`src/pkg/gpio_port_pkg.sv`:
```
// package: register map, field layout and carriers of the port data block
package gpio_port_pkg;

  // ==========================================================================
  // widths
  localparam int unsigned ADDR_W   = 8;
  localparam int unsigned DATA_W   = 8;
  localparam int unsigned PORT_NUM = 4;

  // ==========================================================================
  // register offsets
  localparam logic [7:0] PORT0_PIN_DATA_OFS = 8'h00;
  localparam logic [7:0] PORT1_PIN_DATA_OFS = 8'h01;
  localparam logic [7:0] PORT2_PIN_DATA_OFS = 8'h02;
  localparam logic [7:0] PORT3_PIN_DATA_OFS = 8'h03;
  localparam logic [7:0] PIN_DRIVE_EN_OFS   = 8'h10;
  localparam logic [7:0] PIN_OPEN_DRAIN_OFS = 8'h14;
  localparam logic [7:0] PORT0_ALT_SEL_OFS  = 8'h18;
  localparam logic [7:0] PORT1_ALT_SEL_OFS  = 8'h19;
  localparam logic [7:0] SUPPLY_USB_CTL_OFS = 8'h1A;

  // ==========================================================================
  // reset values
  localparam logic [7:0] DATA_RST = 8'h00;
  localparam logic [7:0] CFG_RST  = 8'h00;

  // ==========================================================================
  // implemented bits
  localparam logic [7:0] FULL_PORT_MASK = 8'hFF;
  localparam logic [7:0] NARROW_MASK    = 8'h03;
  localparam logic [7:0] NO_BIT7_MASK   = 8'h7F;
  localparam logic [7:0] NONE_MASK      = 8'h00;
  localparam logic [7:0] ALT0_MASK      = 8'h63;
  localparam logic [7:0] ALT1_MASK      = 8'h78;
  localparam logic [7:0] CTL_MASK       = 8'h07;

  // ==========================================================================
  // pin positions inside port 0 and port 1
  localparam int unsigned P0_CLK_IN   = 0;
  localparam int unsigned P0_CLK_OUT  = 1;
  localparam int unsigned P0_IRQ_LO   = 2;
  localparam int unsigned P0_TIMER_LO = 5;
  localparam int unsigned P1_USB_DP   = 0;
  localparam int unsigned P1_USB_DM   = 1;
  localparam int unsigned P1_REG_OUT  = 2;
  localparam int unsigned P1_SPI_LO   = 3;
  localparam int unsigned TOP_BIT     = 7;

  // ==========================================================================
  // supply and usb control bits
  localparam int unsigned CTL_REG_EN   = 0;
  localparam int unsigned CTL_USB_EN   = 1;
  localparam int unsigned CTL_USB_FORCE = 2;

  // ==========================================================================
  // carriers
  typedef struct packed {
    logic [ADDR_W-1:0] addr;
    logic [DATA_W-1:0] wdata;
    logic              we;
    logic              re;
  } reg_req_s;

  typedef struct packed {
    logic [7:0] out;
    logic [7:0] oe;
  } pad_drive_s;

  typedef struct packed {
    logic [1:0] timerIo;
    logic [2:0] extIrq;
    logic       externalClockIn;
    logic [3:0] spi;
    logic [1:0] usb;
  } alt_in_s;

  typedef struct packed {
    logic [1:0] timerOut;
    logic [1:0] timerOe;
    logic       clockOut;
    logic [3:0] spiOut;
    logic [3:0] spiOe;
    logic [1:0] usbOut;
    logic [1:0] usbOe;
  } alt_drive_s;

endpackage

```
`src/verilog/gpio_pin_cell.sv`:
```
// one pin driver: gpio data, open drain, alternate function takeover
module gpio_pin_cell (
  // gpio side
  input  wire logic dataBit,
  input  wire logic driveEn,
  input  wire logic openDrain,
  input  wire logic present,
  // alternate function side
  input  wire logic altSel,
  input  wire logic altOut,
  input  wire logic altOe,
  // pad side
  output logic      padOut,
  output logic      padOe
);

  // ==========================================================================
  // driver mux
  always_comb begin
    padOut = 1'b0;
    padOe  = 1'b0;
    if (!present) begin
      padOut = 1'b0;
      padOe  = 1'b0;
    end else if (altSel) begin
      padOut = altOut;
      padOe  = altOe;
    end else if (driveEn && openDrain) begin
      padOut = 1'b0;
      padOe  = ~dataBit;
    end else begin
      padOut = dataBit;
      padOe  = driveEn;
    end
  end

endmodule

```
`src/verilog/gpio_port_data_registers.sv`:
```
// four port data registers (ports 0 and 1 byte-wide, ports 2 and 3 two bits) with pin drivers and shared functions
//
// Chosen here: strobed register access.
module gpio_port_data_registers #(
  parameter bit BIT7_PINS   = 1'b1,
  parameter bit PORT23_PINS = 1'b1
) (
  // clock and reset
  input  wire logic                                  clk,
  input  wire logic                                  reset,
  // register port
  input  wire gpio_port_pkg::reg_req_s               regReq,
  output logic [gpio_port_pkg::DATA_W-1:0]           rdata,
  // pads
  input  wire logic [gpio_port_pkg::PORT_NUM-1:0][7:0] padIn,
  output gpio_port_pkg::pad_drive_s [gpio_port_pkg::PORT_NUM-1:0] padDrive,
  // shared functions
  input  wire gpio_port_pkg::alt_drive_s             altDrive,
  output gpio_port_pkg::alt_in_s                     altIn,
  output logic                                       regulatorOutputEn,
  output logic                                       usbModeEn
);

  // ==========================================================================
  // decode helpers
  function automatic logic [7:0] portMask(input logic [1:0] port);
    logic [7:0] m;
    m = gpio_port_pkg::NONE_MASK;
    unique case (port)
      2'h0, 2'h1: m = BIT7_PINS ? gpio_port_pkg::FULL_PORT_MASK
                                : gpio_port_pkg::NO_BIT7_MASK;
      2'h2, 2'h3: m = PORT23_PINS ? gpio_port_pkg::NARROW_MASK
                                  : gpio_port_pkg::NONE_MASK;
    endcase
    return m;
  endfunction

  function automatic logic [7:0] regMask(input logic [1:0] port);
    logic [7:0] m;
    m = gpio_port_pkg::FULL_PORT_MASK;
    if (port[1]) begin
      m = gpio_port_pkg::NARROW_MASK;
    end
    return m;
  endfunction

  function automatic logic isDataAddr(input logic [7:0] a);
    return a[7:2] == gpio_port_pkg::PORT0_PIN_DATA_OFS[7:2];
  endfunction

  function automatic logic isDriveAddr(input logic [7:0] a);
    return a[7:2] == gpio_port_pkg::PIN_DRIVE_EN_OFS[7:2];
  endfunction

  function automatic logic isOdAddr(input logic [7:0] a);
    return a[7:2] == gpio_port_pkg::PIN_OPEN_DRAIN_OFS[7:2];
  endfunction

  function automatic logic isAlt0Addr(input logic [7:0] a);
    return a == gpio_port_pkg::PORT0_ALT_SEL_OFS;
  endfunction

  function automatic logic isAlt1Addr(input logic [7:0] a);
    return a == gpio_port_pkg::PORT1_ALT_SEL_OFS;
  endfunction

  function automatic logic isCtlAddr(input logic [7:0] a);
    return a == gpio_port_pkg::SUPPLY_USB_CTL_OFS;
  endfunction

  // ==========================================================================
  // state
  logic [gpio_port_pkg::PORT_NUM-1:0][7:0] data_q;
  logic [gpio_port_pkg::PORT_NUM-1:0][7:0] driveEn_q;
  logic [gpio_port_pkg::PORT_NUM-1:0][7:0] openDrain_q;
  logic [7:0]                              alt0_q;
  logic [7:0]                              alt1_q;
  logic [7:0]                              ctl_q;
  logic [7:0]                              rdata_q;
  logic [7:0]                              rdata_d;
  gpio_port_pkg::pad_drive_s [gpio_port_pkg::PORT_NUM-1:0] padDrive_q;
  gpio_port_pkg::pad_drive_s [gpio_port_pkg::PORT_NUM-1:0] padDrive_d;
  gpio_port_pkg::alt_in_s                  altIn_q;
  gpio_port_pkg::alt_in_s                  altIn_d;
  logic [1:0]                              wrPort;
  logic [1:0]                              rdPort;

  assign wrPort = regReq.addr[1:0];
  assign rdPort = regReq.addr[1:0];

  // ==========================================================================
  // access strobes
  logic wrData;
  logic wrDrive;
  logic wrOd;
  logic wrAlt0;
  logic wrAlt1;
  logic wrCtl;
  logic rdData;
  logic rdDrive;
  logic rdOd;
  logic rdAlt0;
  logic rdAlt1;
  logic rdCtl;

  assign wrData  = regReq.we && isDataAddr(regReq.addr);
  assign wrDrive = regReq.we && isDriveAddr(regReq.addr);
  assign wrOd    = regReq.we && isOdAddr(regReq.addr);
  assign wrAlt0  = regReq.we && isAlt0Addr(regReq.addr);
  assign wrAlt1  = regReq.we && isAlt1Addr(regReq.addr);
  assign wrCtl   = regReq.we && isCtlAddr(regReq.addr);
  assign rdData  = regReq.re && isDataAddr(regReq.addr);
  assign rdDrive = regReq.re && isDriveAddr(regReq.addr);
  assign rdOd    = regReq.re && isOdAddr(regReq.addr);
  assign rdAlt0  = regReq.re && isAlt0Addr(regReq.addr);
  assign rdAlt1  = regReq.re && isAlt1Addr(regReq.addr);
  assign rdCtl   = regReq.re && isCtlAddr(regReq.addr);

  // ==========================================================================
  // port data registers
  always_ff @(posedge clk) begin
    if (reset) begin
      data_q <= {gpio_port_pkg::PORT_NUM{gpio_port_pkg::DATA_RST}};
    end else if (wrData) begin
      data_q[wrPort] <= regReq.wdata & regMask(wrPort);
    end
  end

  // ==========================================================================
  // drive enable registers
  always_ff @(posedge clk) begin
    if (reset) begin
      driveEn_q <= {gpio_port_pkg::PORT_NUM{gpio_port_pkg::CFG_RST}};
    end else if (wrDrive) begin
      driveEn_q[wrPort] <= regReq.wdata & regMask(wrPort);
    end
  end

  // ==========================================================================
  // open drain registers
  always_ff @(posedge clk) begin
    if (reset) begin
      openDrain_q <= {gpio_port_pkg::PORT_NUM{gpio_port_pkg::CFG_RST}};
    end else if (wrOd) begin
      openDrain_q[wrPort] <= regReq.wdata & regMask(wrPort);
    end
  end

  // ==========================================================================
  // port 0 alternate select
  always_ff @(posedge clk) begin
    if (reset) begin
      alt0_q <= gpio_port_pkg::CFG_RST;
    end else if (wrAlt0) begin
      alt0_q <= regReq.wdata & gpio_port_pkg::ALT0_MASK;
    end
  end

  // ==========================================================================
  // port 1 alternate select
  always_ff @(posedge clk) begin
    if (reset) begin
      alt1_q <= gpio_port_pkg::CFG_RST;
    end else if (wrAlt1) begin
      alt1_q <= regReq.wdata & gpio_port_pkg::ALT1_MASK;
    end
  end

  // ==========================================================================
  // supply and usb control
  always_ff @(posedge clk) begin
    if (reset) begin
      ctl_q <= gpio_port_pkg::CFG_RST;
    end else if (wrCtl) begin
      ctl_q <= regReq.wdata & gpio_port_pkg::CTL_MASK;
    end
  end

  // ==========================================================================
  // alternate function routing per pin
  logic [gpio_port_pkg::PORT_NUM-1:0][7:0] altSel;
  logic [gpio_port_pkg::PORT_NUM-1:0][7:0] altOut;
  logic [gpio_port_pkg::PORT_NUM-1:0][7:0] altOe;
  logic [gpio_port_pkg::PORT_NUM-1:0][7:0] present;
  logic                                    regEn;
  logic                                    usbEn;
  logic                                    usbForce;

  assign regEn    = ctl_q[gpio_port_pkg::CTL_REG_EN];
  assign usbEn    = ctl_q[gpio_port_pkg::CTL_USB_EN];
  assign usbForce = ctl_q[gpio_port_pkg::CTL_USB_FORCE];

  // pins that exist and belong to the gpio driver
  always_comb begin
    present = '0;
    for (int p = 0; p < gpio_port_pkg::PORT_NUM; p++) begin
      present[p] = portMask(2'(p));
    end
    // regulator takes the pin, gpio driver off
    if (regEn) begin
      present[1][gpio_port_pkg::P1_REG_OUT] = 1'b0;
    end
  end

  always_comb begin
    altSel  = '0;
    altOut  = '0;
    altOe   = '0;
    // external clock input: gpio settings ignored, driver off
    altSel[0][gpio_port_pkg::P0_CLK_IN] = alt0_q[gpio_port_pkg::P0_CLK_IN];
    // internal clock driven out
    altSel[0][gpio_port_pkg::P0_CLK_OUT] = alt0_q[gpio_port_pkg::P0_CLK_OUT];
    altOut[0][gpio_port_pkg::P0_CLK_OUT] = altDrive.clockOut;
    altOe[0][gpio_port_pkg::P0_CLK_OUT]  = 1'b1;
    // timer capture input / timer output
    for (int i = 0; i < 2; i++) begin
      altSel[0][gpio_port_pkg::P0_TIMER_LO+i] = alt0_q[gpio_port_pkg::P0_TIMER_LO+i];
      altOut[0][gpio_port_pkg::P0_TIMER_LO+i] = altDrive.timerOut[i];
      altOe[0][gpio_port_pkg::P0_TIMER_LO+i]  = altDrive.timerOe[i];
    end
    // spi pins: the spi function owns the driver
    for (int i = 0; i < 4; i++) begin
      altSel[1][gpio_port_pkg::P1_SPI_LO+i] = alt1_q[gpio_port_pkg::P1_SPI_LO+i];
      altOut[1][gpio_port_pkg::P1_SPI_LO+i] = altDrive.spiOut[i];
      altOe[1][gpio_port_pkg::P1_SPI_LO+i]  = altDrive.spiOe[i];
    end
    // usb data lines
    for (int i = 0; i < 2; i++) begin
      altSel[1][gpio_port_pkg::P1_USB_DP+i] = usbEn;
      altOut[1][gpio_port_pkg::P1_USB_DP+i] = usbForce ? data_q[1][gpio_port_pkg::P1_USB_DP+i]
                                                       : altDrive.usbOut[i];
      altOe[1][gpio_port_pkg::P1_USB_DP+i]  = usbForce | altDrive.usbOe[i];
    end
  end

  // ==========================================================================
  // pin cells
  gpio_port_pkg::pad_drive_s [gpio_port_pkg::PORT_NUM-1:0] cellDrive;

  for (genvar p = 0; p < gpio_port_pkg::PORT_NUM; p++) begin : g_port
    for (genvar b = 0; b < 8; b++) begin : g_bit
      gpio_pin_cell u_cell (
        .dataBit   (data_q[p][b]),
        .driveEn   (driveEn_q[p][b]),
        .openDrain (openDrain_q[p][b]),
        .present   (present[p][b]),
        .altSel    (altSel[p][b]),
        .altOut    (altOut[p][b]),
        .altOe     (altOe[p][b]),
        .padOut    (cellDrive[p].out[b]),
        .padOe     (cellDrive[p].oe[b])
      );
    end
  end

  assign padDrive_d = cellDrive;

  always_ff @(posedge clk) begin
    if (reset) begin
      padDrive_q <= '0;
    end else begin
      padDrive_q <= padDrive_d;
    end
  end

  // ==========================================================================
  // pin levels toward the shared functions
  always_comb begin
    altIn_d = '0;
    altIn_d.externalClockIn = padIn[0][gpio_port_pkg::P0_CLK_IN] & alt0_q[gpio_port_pkg::P0_CLK_IN];
    for (int i = 0; i < 3; i++) begin
      altIn_d.extIrq[i] = padIn[0][gpio_port_pkg::P0_IRQ_LO+i];
    end
    for (int i = 0; i < 2; i++) begin
      altIn_d.timerIo[i] = padIn[0][gpio_port_pkg::P0_TIMER_LO+i];
      altIn_d.usb[i]     = padIn[1][gpio_port_pkg::P1_USB_DP+i] & usbEn;
    end
    for (int i = 0; i < 4; i++) begin
      altIn_d.spi[i] = padIn[1][gpio_port_pkg::P1_SPI_LO+i];
    end
  end

  always_ff @(posedge clk) begin
    if (reset) begin
      altIn_q <= '0;
    end else begin
      altIn_q <= altIn_d;
    end
  end

  // ==========================================================================
  // read mux
  always_comb begin
    rdata_d = 8'h00;
    if (rdData) begin
      rdata_d = padIn[rdPort] & portMask(rdPort);
    end else if (rdDrive) begin
      rdata_d = driveEn_q[rdPort];
    end else if (rdOd) begin
      rdata_d = openDrain_q[rdPort];
    end else if (rdAlt0) begin
      rdata_d = alt0_q;
    end else if (rdAlt1) begin
      rdata_d = alt1_q;
    end else if (rdCtl) begin
      rdata_d = ctl_q;
    end
  end

  always_ff @(posedge clk) begin
    if (reset) begin
      rdata_q <= 8'h00;
    end else begin
      rdata_q <= rdata_d;
    end
  end

  // ==========================================================================
  // outputs
  assign rdata             = rdata_q;
  assign padDrive          = padDrive_q;
  assign altIn             = altIn_q;
  assign regulatorOutputEn = regEn;
  assign usbModeEn         = usbEn;

endmodule

```
`config.mk`:
```
export PLATFORM = sky130hd
export DESIGN_NAME = gpio_port_data_registers
export DESIGN_NICKNAME = d
export VERILOG_FILES = /design/src/pkg/gpio_port_pkg.sv /design/src/verilog/gpio_pin_cell.sv /design/src/verilog/gpio_port_data_registers.sv
export SDC_FILE = /design/constraint.sdc
export NUM_CORES = 1
export LEC_CHECK = 0
export ABC_AREA = 1
export ABC_CLOCK_PERIOD_IN_PS = 2850
export BUFFER_PORTS_ARGS = -buffer_cell sky130_fd_sc_hd__buf_2
export CORE_AREA = 2 2 135 111
export CTS_CLUSTER_DIAMETER = 50
export DETAILED_ROUTE_END_ITERATION = 10
export DIE_AREA = 0 0 137 113
export PLACE_DENSITY = 0.64
export RECOVER_POWER = 100
export SKIP_CTS_REPAIR_TIMING = 1
export SYNTH_ARGS = -nofsm -noshare
export SYNTH_HDL_FRONTEND = slang
export SYNTH_SLANG_ARGS = --single-unit
```
`constraint.sdc`:
```
create_clock -name clk -period 2.85 [get_ports clk]
set_input_delay 0.57 -clock clk [delete_from_list [all_inputs] [get_ports clk]]
set_output_delay 0.57 -clock clk [all_outputs]
set_load 0.01 [all_outputs]
```
==> results.yml, run 1 <==
synthesis:
  yosysSeqAreaShare: 0.4965
  syn_inst: 801
  async_flop_share: 0
  synth-edff-count: 0
  yosys.area.top_type_share: 0.4965
  netlist_area_um2: 6250
  yosys.area.top_type: "dfxtp_1"
  synth_top_cells_by_area: "dfxtp_1 50%, nand2_1 11%, a21oi_1 8.6%, o21ai_0 6.6%, nor2_1 4.0%"
  synth-seq-cells: 155
  yosysMostFrequentCell: "nand2_1"
  ys_types: 34
  ys_warn_count: 0
  ys.flop_type: "dfxtp_1"
  yosys-top-cells-count: "182 x nand2_1, 155 x dfxtp_1, 108 x a21oi_1"
  synth_area_per_cell_um2: 7.802
min_path:
  hold_path.class: "in2reg"
  holdCritStartpoint: "padIn[12]"
cts:
  clockBufferDepth: 2
  clkLatencyLatePin_ns: 0.43
  cts-root-buf: "clkbuf_16"
  clk_pin_slew_ns: 0.06
  cts_buffers: 17
  htreeDepth: 4
  clock_sinks: 155
  tritoncts: "built"
route:
  dr.first_iter.drc_count: 364
  dr.pass1.iters: 5
  post_drt_via_cell_ratio: 5.047
  postRouteAntennaNets: 0
  vias: 5617
  wl_per_cell_um: 15.56
  drt-total-wl_um: 17320
  drc: 0
cells_and_area:
  area_growth_pct: 18.20
  fillers: 1400
  fin_util: 0.5256
  num-nets-final: 984
  drive_above_1_share: 0.1272
floorplanning:
  num_rows: 39
  io_pins: 155
  dieWidth_um: 137
  start_util: 0.4447
  dieArea_um2: 15480
  core_area_um2: 14050
  die_h_um: 113
setup_path:
  worstSetupEndpointType: "flip-flop"
  crit_start: "regReq[11]"
  required_ns: 3.20
  critical_path_arrival_ns: 2.55
  crit_type: "in2reg"
  path_max_fanout: 13
  r2r_start: "openDrain_q[6]"
  worst_setup_path_start_kind: "input port"
sta:
  slew_headroom: 0.2782
  clock_skew_ns: 0.004968
  rsz0062_at_grt: "false"
  period_needed_ns: 2.193
  timing.final.ws_setup_ns: 0.6570
  setup_viol: 0
  tightest_slew_ns: 1.083
  hold_viol: 0
  finalCritPeriodShare: 0.7695
  max_freq_mhz: 456.0
  drv_slew: 0
  finalSetupTns_ns: 0
global_route:
  grt_pass1_vias: 5020
  antenna_found_initial: 2
  grt_pass1_wl_um: 27190
  track_usage: 0.2294
  grt_overflow: 0
  grt_max_degree: 28
place:
  portBuffers: 118
  gp_congestion: 0.8924
  dp_hpwl_um: 12680
  dp_slack_ns: 0.7064
outcome:
  status: "completed"
pwr:
  ir_drop_v: 0.0004997
  powerDensity_nw_per_um2: 621.7
  leakage_nw: 3.101
run:
  maxCapViolCount: 0
==> placed cells by master, fill, tap and decap left out, types with 2 or more instances in the layout <==
master      count
nand2_1       183
dfxtp_1       155
a21oi_1       108
o21ai_0        91
clkbuf_1       70
nor2_1         67
buf_2          55
inv_1          49
nand3_1        30
conb_1         24
nand4_1        19
clkbuf_16      17
nor2_4          9
a22oi_1         6
clkbuf_8        5
buf_4           5
inv_2           4
nor2_2          4
buf_12          4
clkinv_2        3
nor2_8          2
a211oi_1        2
o221ai_1        2
clkinvlp_4      2
==> power breakdown <==
part	total, W	switching [W]	leakage (nW)	internal (W)
clock network	0.00217	0.000861	0.276	0.00131
logic	0.000237	0.000165	1.57	0.0000719
registers	0.00218	0.00000427	1.25	0.00218
==> registers in the layout (all words and copies together) (netlist names) <==
register     flops
alt1_q           4
driveEn_q       32
padDrive        40
openDrain_q     32
altIn           12
alt0_q           4
rdata            8
data_q          20
ctl_q            3
==> logic make-up after synthesis <==
| group | Yosys count | share of synthesized area |
|---|---|---|
| buffers and inverters | 113 | 0.09389 |
| and+or+nand+nor | 320 | 0.2330 |
| AOI/OAI and AO/OA | 212 | 0.1760 |
| DFF | 155 | 0.4965 |
| other | 1 | 0.0006000 |
==> routing by layer <==
| metal | track usage | part of all wire | wire length (µm) | up-vias |
|---|---|---|---|---|
| li1 | - | - | - | 2828 |
| met1 | 0.3410 | 0.49 | 8446 | 2525 |
| met2 | 0.3244 | 0.41 | 7074 | 240 |
| met3 | 0.06810 | 0.093 | 1603 | 22 |
| met4 | 0.05567 | 0.011 | 184 | 2 |
| met5 | 0 | 0.00075 | 13 | - |
==> path summary, 6_finish.rpt <==
| kind | endpoint | slack (ns) | depth (start not counted) |
|---|---|---|---|
| worst max-delay path | rdata[6] | 0.66 | 10 |
| worst min-delay path | altIn[3] | 0.36 | 3 |
| worst max register to register | rdata[6] | 1.67 | 8 |
| worst min register to register | padDrive[41] | 0.44 | 1 |
==> layout make-up <==
class / instances / area, µm² / share of cell area
multi-input cells: 556 / 2633 / 0.3564
repair buffers: 130 / 640.6 / 0.08672
flip-flops and latches: 155 / 3103 / 0.4201
inverters: 55 / 209.0 / 0.02829
clock inverters: 6 / 60.06 / 0.008130
diodes: 1 / 2.502 / 0.0003388
clock buffers: 26 / 509.2 / 0.06894
well taps: 184 / 230.2 / 0.03117
==> worst max-delay path: stages <==
cell and delay [ns]:
buf_2 0.17, inv_1 0.44, nand2_1 0.34, nor2_1 0.23, nand2_1 0.07, nor2_1 0.33
nand2_1 0.09, nand4_1 0.16, nor2_1 0.06, nor2_1 0.08
==> metrics by stage <==
stage / instance area (µm²) / hold WS [ns] / instances / total power (W)
3_5_place_dp: 6919 / 0.4298 / 1080 / 0.002468
6_report: 7387 / 0.3599 / 1113 / 0.004592
3_3_place_gp: 6919 / 0.4294 / 1080 / 0.002468
4_1_cts: 7488 / 0.3513 / 1112 / 0.004622
2_1_floorplan: 6336 / 0.4033 / 824 / 0.002385
5_1_grt: 7387 / 0.3547 / 1113 / 0.004747
Note: power is estimated with default switching activity, not from simulation.
==> run 2: changes to the inputs <==
Settings changed: ABC_CLOCK_PERIOD_IN_PS 2850 to 2000, PLACE_DENSITY 0.64 to 0.67.
Clock period 2.85 ns to 2 ns, I/O delays scaled along.
==> run 2 against run 1 <==
Effect of this change: sequential cell count is the same; design area up 0.27%; clock skew rose by 0.0011 ns; largest cell class unchanged.
==> results.yml, run 2 (same netlist as run 1, synthesis figures left out) <==
sta:
  hold_viol: 0
  period_needed_ns: 1.654
  slew_headroom: 0.2985
  max_freq_mhz: 604.6
  finalCritPeriodShare: 0.8271
  tightest_slew_ns: 1.052
  finalSetupTns_ns: 0
  clock_skew_ns: 0.006052
  rsz0062_at_grt: "false"
  setup_viol: 0
  drv_slew: 0
cells_and_area:
  num-nets-final: 992
  drive_above_1_share: 0.1207
  fillers: 1398
  layout_commonest_cell: "nand2_1"
  final_cell_mix: "183 x nand2_1, 155 x dfxtp_1, 108 x a21oi_1"
  area_growth_pct: 18.52
  multi_input_comb_area_um2: 2591
  largest_reg_flops: 40
  stdcell_area_um2: 7407
  ff_latch_area_um2: 3103
place:
  placed_cell_area_um2: 6954
  dp_hpwl_um: 12670
  portBuffers: 118
  gp_congestion: 0.9070
floorplanning:
  core_area_um2: 14050
  die_h_um: 113
  num_rows: 39
  io_pins: 155
  dieWidth_um: 137
  dieArea_um2: 15480
  start_util: 0.4447
setup_path:
  crit_slowest_cell: "clkbuf_1"
  worstSetupEndpointType: "flip-flop"
  crit_type: "in2reg"
  worst_setup_path_start_kind: "input port"
  path_common_cell: "clkbuf_1"
  critical_path_arrival_ns: 1.97
  required_ns: 2.32
  crit_chain: "clkbuf_1 -> nand2_1 -> inv_1 -> clkbuf_1 -> nand2_1 -> inv_1 -> clkbuf_1 -> nor2_1"
  max_stage_delay_ns: 0.35
  path_max_fanout: 9
route:
  drt-total-wl_um: 17460
  post_drt_via_cell_ratio: 5.113
  vias: 5732
  dr.pass1.iters: 5
  drc: 0
  dr.first_iter.drc_count: 545
  postRouteAntennaNets: 0
  wl_per_cell_um: 15.57
global_route:
  met3_usage: 0.06855
  grt_pass1_wl_um: 27320
  grt_max_degree: 68
  use_met2: 0.3244
  grt_overflow: 0
  track_usage: 0.2329
  grt_pass1_vias: 5031
  grt_busiest_layer: "met1"
  use_met1: 0.3454
  antenna_found_initial: 2
run:
  maxCapViolCount: 0
cts:
  clk_pin_slew_ns: 0.06
  cts_buffers: 17
  clockBufferDepth: 2
  cts-root-buf: "clkbuf_16"
  htreeDepth: 4
  clkLatencyLatePin_ns: 0.43
  clock_sinks: 155
  tritoncts: "built"
pwr:
  leakage_nw: 3.107
  powerDensity_nw_per_um2: 915.0
  ir_drop_v: 0.0006268
outcome:
  status: "completed"
min_path:
  hold_path.class: "in2reg"
-- run 2: path summary, 6_finish.rpt --
kind / startpoint / end / slack [ns] / depth (start not counted)
max: regReq[11] / driveEn_q[18] / 0.35 / 8
min: padIn[12] / altIn[3] / 0.20 / 3
max reg2reg: openDrain_q[11] / rdata[3] / 0.84 / 6
min reg2reg: driveEn_q[17] / padDrive[41] / 0.44 / 1
-- run 2: through the flow --
step | total power (W) | utilization | cells | hold slack [ns] | worst slack, ns
final | 0.006778 | 0.5271 | 1121 | 0.1996 | 0.3459
after CTS | 0.006824 | 0.5387 | 1120 | 0.1840 | 0.4003
after global routing | 0.006999 | 0.5269 | 1120 | 0.1982 | 0.2051
after floorplan | 0.003399 | - | 824 | 0.4033 | 0.5979
after detailed placement | 0.003514 | 0.4948 | 1088 | 0.4263 | 0.1883
after global placement | 0.003514 | 0.4948 | 1088 | 0.4306 | 0.2340
-- run 2: area by class of cell --
type                       instances  area share
antenna                            1   0.0003378
clock buffer                      26     0.06875
clock inverter                     6     0.01453
inverter                          55     0.02821
multi-input combinational        556      0.3498
sequential                       155      0.4189
tap                              184     0.03108
timing repair buffer             138     0.08834
-- run 2: layer usage --
| layer | part of all wire | vias to the layer above |
|---|---|---|
| met5 | 0.00074 | - |
| met3 | 0.098 | 26 |
| met4 | 0.014 | 2 |
| met2 | 0.41 | 239 |
| met1 | 0.48 | 2607 |
| li1 | - | 2858 |
-- run 2: critical path: cells and delay by family --
kind	cells	cell delay [ns]
buf+inv	5	1.18
simple gates	3	0.39
-- run 2: report_power, final --
part	switching [W]	leakage, nW	total [W]	internal [W]
Sequential	0.00000611	1.25	0.00311	0.00310
Combinational	0.000228	1.56	0.000328	0.0000993
Clock	0.00122	0.301	0.00334	0.00213
Total	0.00145	3.11	0.00678	0.00533
==> run 3: changes to the inputs <==
Settings changed: ABC_AREA 1 to 0, ABC_CLOCK_PERIOD_IN_PS 2000 to 1500, CORE_AREA 2 2 135 111 to 2 2 137 112, DIE_AREA 0 0 137 113 to 0 0 139 114.
Clock period 2 ns to 1.5 ns, I/O delays scaled along.
==> run 3 against run 2 <==
Effect of this change: first-iteration DRC count fell by 16%; clock power rose by 23%; critical path depth fell by 2; the run now ends with setup timing left; critical endpoint is now openDrain_q[2]; design area rose by 11%; worst setup slack got worse by 0.36 ns; clock skew fell by 0.00082 ns; routed wire length rose by 0.39%.
==> results.yml, run 3 <==
outcome:
  status: "complete, but fails checks"
  violations: "setup timing"
floorplanning:
  start_util: 0.4393
  dieWidth_um: 139
  io_pins: 155
  core_area_um2: 14610
  dieArea_um2: 15850
  die_h_um: 114
  num_rows: 40
sta:
  clock_skew_ns: 0.005234
  hold_viol: 0
  period_needed_ns: 1.511
  finalCritPeriodShare: 1.007
  setup_viol: 2
  max_freq_mhz: 661.8
  drv_slew: 0
  slew_headroom: 0.6641
  rsz0062_at_grt: "true"
  timing.final.ws_setup_ns: -0.01093
  tightest_slew_ns: 0.5020
global_route:
  grt_pass1_wl_um: 27390
  grt_overflow: 0
  grt_pass1_vias: 5119
  grt_busiest_layer: "met2"
  track_usage: 0.2218
  use_met2: 0.3442
  grt_max_degree: 35
  met3_usage: 0.06633
  use_met1: 0.3014
  antenna_found_initial: 0
setup_path:
  max_stage_delay_ns: 0.59
  worst_setup_path_start_kind: "input port"
  crit_chain: "buf_6 -> or4b_4 -> nor4b_4 -> buf_6 -> mux2i_1 -> nor2_1"
  worstSetupEndpointType: "flip-flop"
  required_ns: 1.80
  crit_type: "in2reg"
  path_max_fanout: 8
  cp.depth: 6
  path_common_cell: "buf_6"
  crit_slowest_cell: "or4b_4"
  crit_family: "simple AND/OR/NAND/NOR gates"
  critPathBufInv: 2
  ff2ff_path_depth: 4
  critical_path_arrival_ns: 1.81
route:
  dr.pass1.iters: 5
  post_drt_via_cell_ratio: 5.191
  drc: 0
  postRouteAntennaNets: 0
  wl_per_cell_um: 16.96
  drt-total-wl_um: 17520
  dr.first_iter.drc_count: 457
  vias: 5362
synthesis:
  yosysSeqAreaShare: 0.4833
  synth-seq-cells: 155
  async_flop_share: 0
  ys_types: 46
  yosysMostFrequentCell: "dfxtp_1"
  ys_warn_count: 0
  yosys-top-cells-count: "155 x dfxtp_1, 92 x mux2i_1, 82 x nor2_1"
  synth_top_cells_by_area: "dfxtp_1 48%, mux2i_1 14%, nor2_1 4.8%, mux4_2 3.9%, buf_4 2.9%"
  synth_area_per_cell_um2: 9.862
  synth-edff-count: 0
  yosys.area.top_type: "dfxtp_1"
  syn_inst: 651
  ys.flop_type: "dfxtp_1"
  netlist_area_um2: 6420
  yosys.area.top_type_share: 0.4833
place:
  gp_congestion: 0.8680
  placed_cell_area_um2: 7709
  place_inst: 1000
  dp_slack_ns: -0.4712
  dp_hpwl_um: 13130
  portBuffers: 121
cells_and_area:
  area_growth_pct: 28.18
  fillers: 1321
  stdcell_count: 1033
  stdcell_area_um2: 8229
  drive_above_1_share: 0.2275
  diodes: 0
  final_cell_mix: "155 x dfxtp_1, 92 x mux2i_1, 81 x nor2_1"
  layout_commonest_cell: "dfxtp_1"
  num-nets-final: 901
  fin_util: 0.5631
  largest_reg_flops: 40
cts:
  tritoncts: "built"
  htreeDepth: 4
  clkLatencyLatePin_ns: 0.42
  clock_sinks: 155
  cts-root-buf: "clkbuf_16"
  clk_pin_slew_ns: 0.06
  cts_buffers: 17
  clockBufferDepth: 2
pwr:
  leakage_nw: 3.418
  ir_drop_v: 0.0007069
  powerDensity_nw_per_um2: 1075
  finalPower_w: 0.008847
run:
  maxCapViolCount: 0
min_path:
  hold_path.class: "in2reg"
  hold_depth: 2
[run 3: cell types whose count changed in the layout (fill, tap and decap cells not counted), moves of 23 or more]
| cell | delta |
|---|---|
| inv_1 | -28 |
| o21ai_0 | -82 |
| a21oi_1 | -78 |
| nand3_1 | -28 |
| mux2i_1 | +92 |
| nor2b_1 | +23 |
| buf_4 | +53 |
| and2_1 | +25 |
| nand2_1 | -138 |
[run 3: layout make-up]
| type | instances | area (µm²) | share of cell area |
|---|---|---|---|
| sequential | 155 | 3103 | 0.3771 |
| inverter | 22 | 82.58 | 0.01003 |
| multi-input combinational | 437 | 3060 | 0.3719 |
| clock inverter | 12 | 125.1 | 0.01520 |
| timing repair buffer | 199 | 1179 | 0.1432 |
| tap | 189 | 236.5 | 0.02874 |
| clock buffer | 19 | 442.9 | 0.05382 |
[run 3: worst reg2reg max path, stage by stage, from the launching register on]
cell and delay, ns:
dfxtp_1 0.31, mux4_2 0.47, mux2_2 0.32, a22oi_1 0.15, nor2_1 0.06
[run 3: logic make-up (layout without fill, tap and decap cells)]
| kind of cell | count (synthesis) | after routing | synth area share |
|---|---|---|---|
| buf+inv | 82 | 252 | 0.06373 |
| simple gates | 230 | 230 | 0.1865 |
| other cells | 1 | 24 | 0.0005841 |
| compound gates | 76 | 76 | 0.07679 |
| flops | 155 | 155 | 0.4833 |
| mux | 107 | 107 | 0.1890 |
[run 3: report_power, final]
| group | total [W] | internal [W] | switching (W) | leakage [nW] |
|---|---|---|---|---|
| sequential | 0.00414 | 0.00413 | 0.00000632 | 1.25 |
| clock | 0.00412 | 0.00247 | 0.00165 | 0.274 |
| combinational | 0.000586 | 0.000252 | 0.000335 | 1.89 |
[run 3: path summary, 6_finish.rpt]
check,to,from,slack (ns)
worst min register to register,padDrive[8],data_q[0],0.45
worst max-delay path,openDrain_q[2],regReq[16],-0.01
worst max register to register,rdata[7],driveEn_q[15],0.08
worst min-delay path,altIn[4],padIn[13],0.11
[run 3: metrics by stage]
step	hold slack [ns]	TNS, ns
2_1_floorplan	0.4233	-9.557
3_3_place_gp	0.4352	-27.01
3_5_place_dp	0.4421	-29.18
4_1_cts	0.1002	-0.2003
5_1_grt	0.1083	-0.2791
6_report	0.1084	-0.01815
[run 3: per-layer routing]
layer  part of all wire  wire [µm]
met5                  0          0
met3              0.070       1231
met1               0.47       8246
met2               0.45       7843
met4              0.011        201
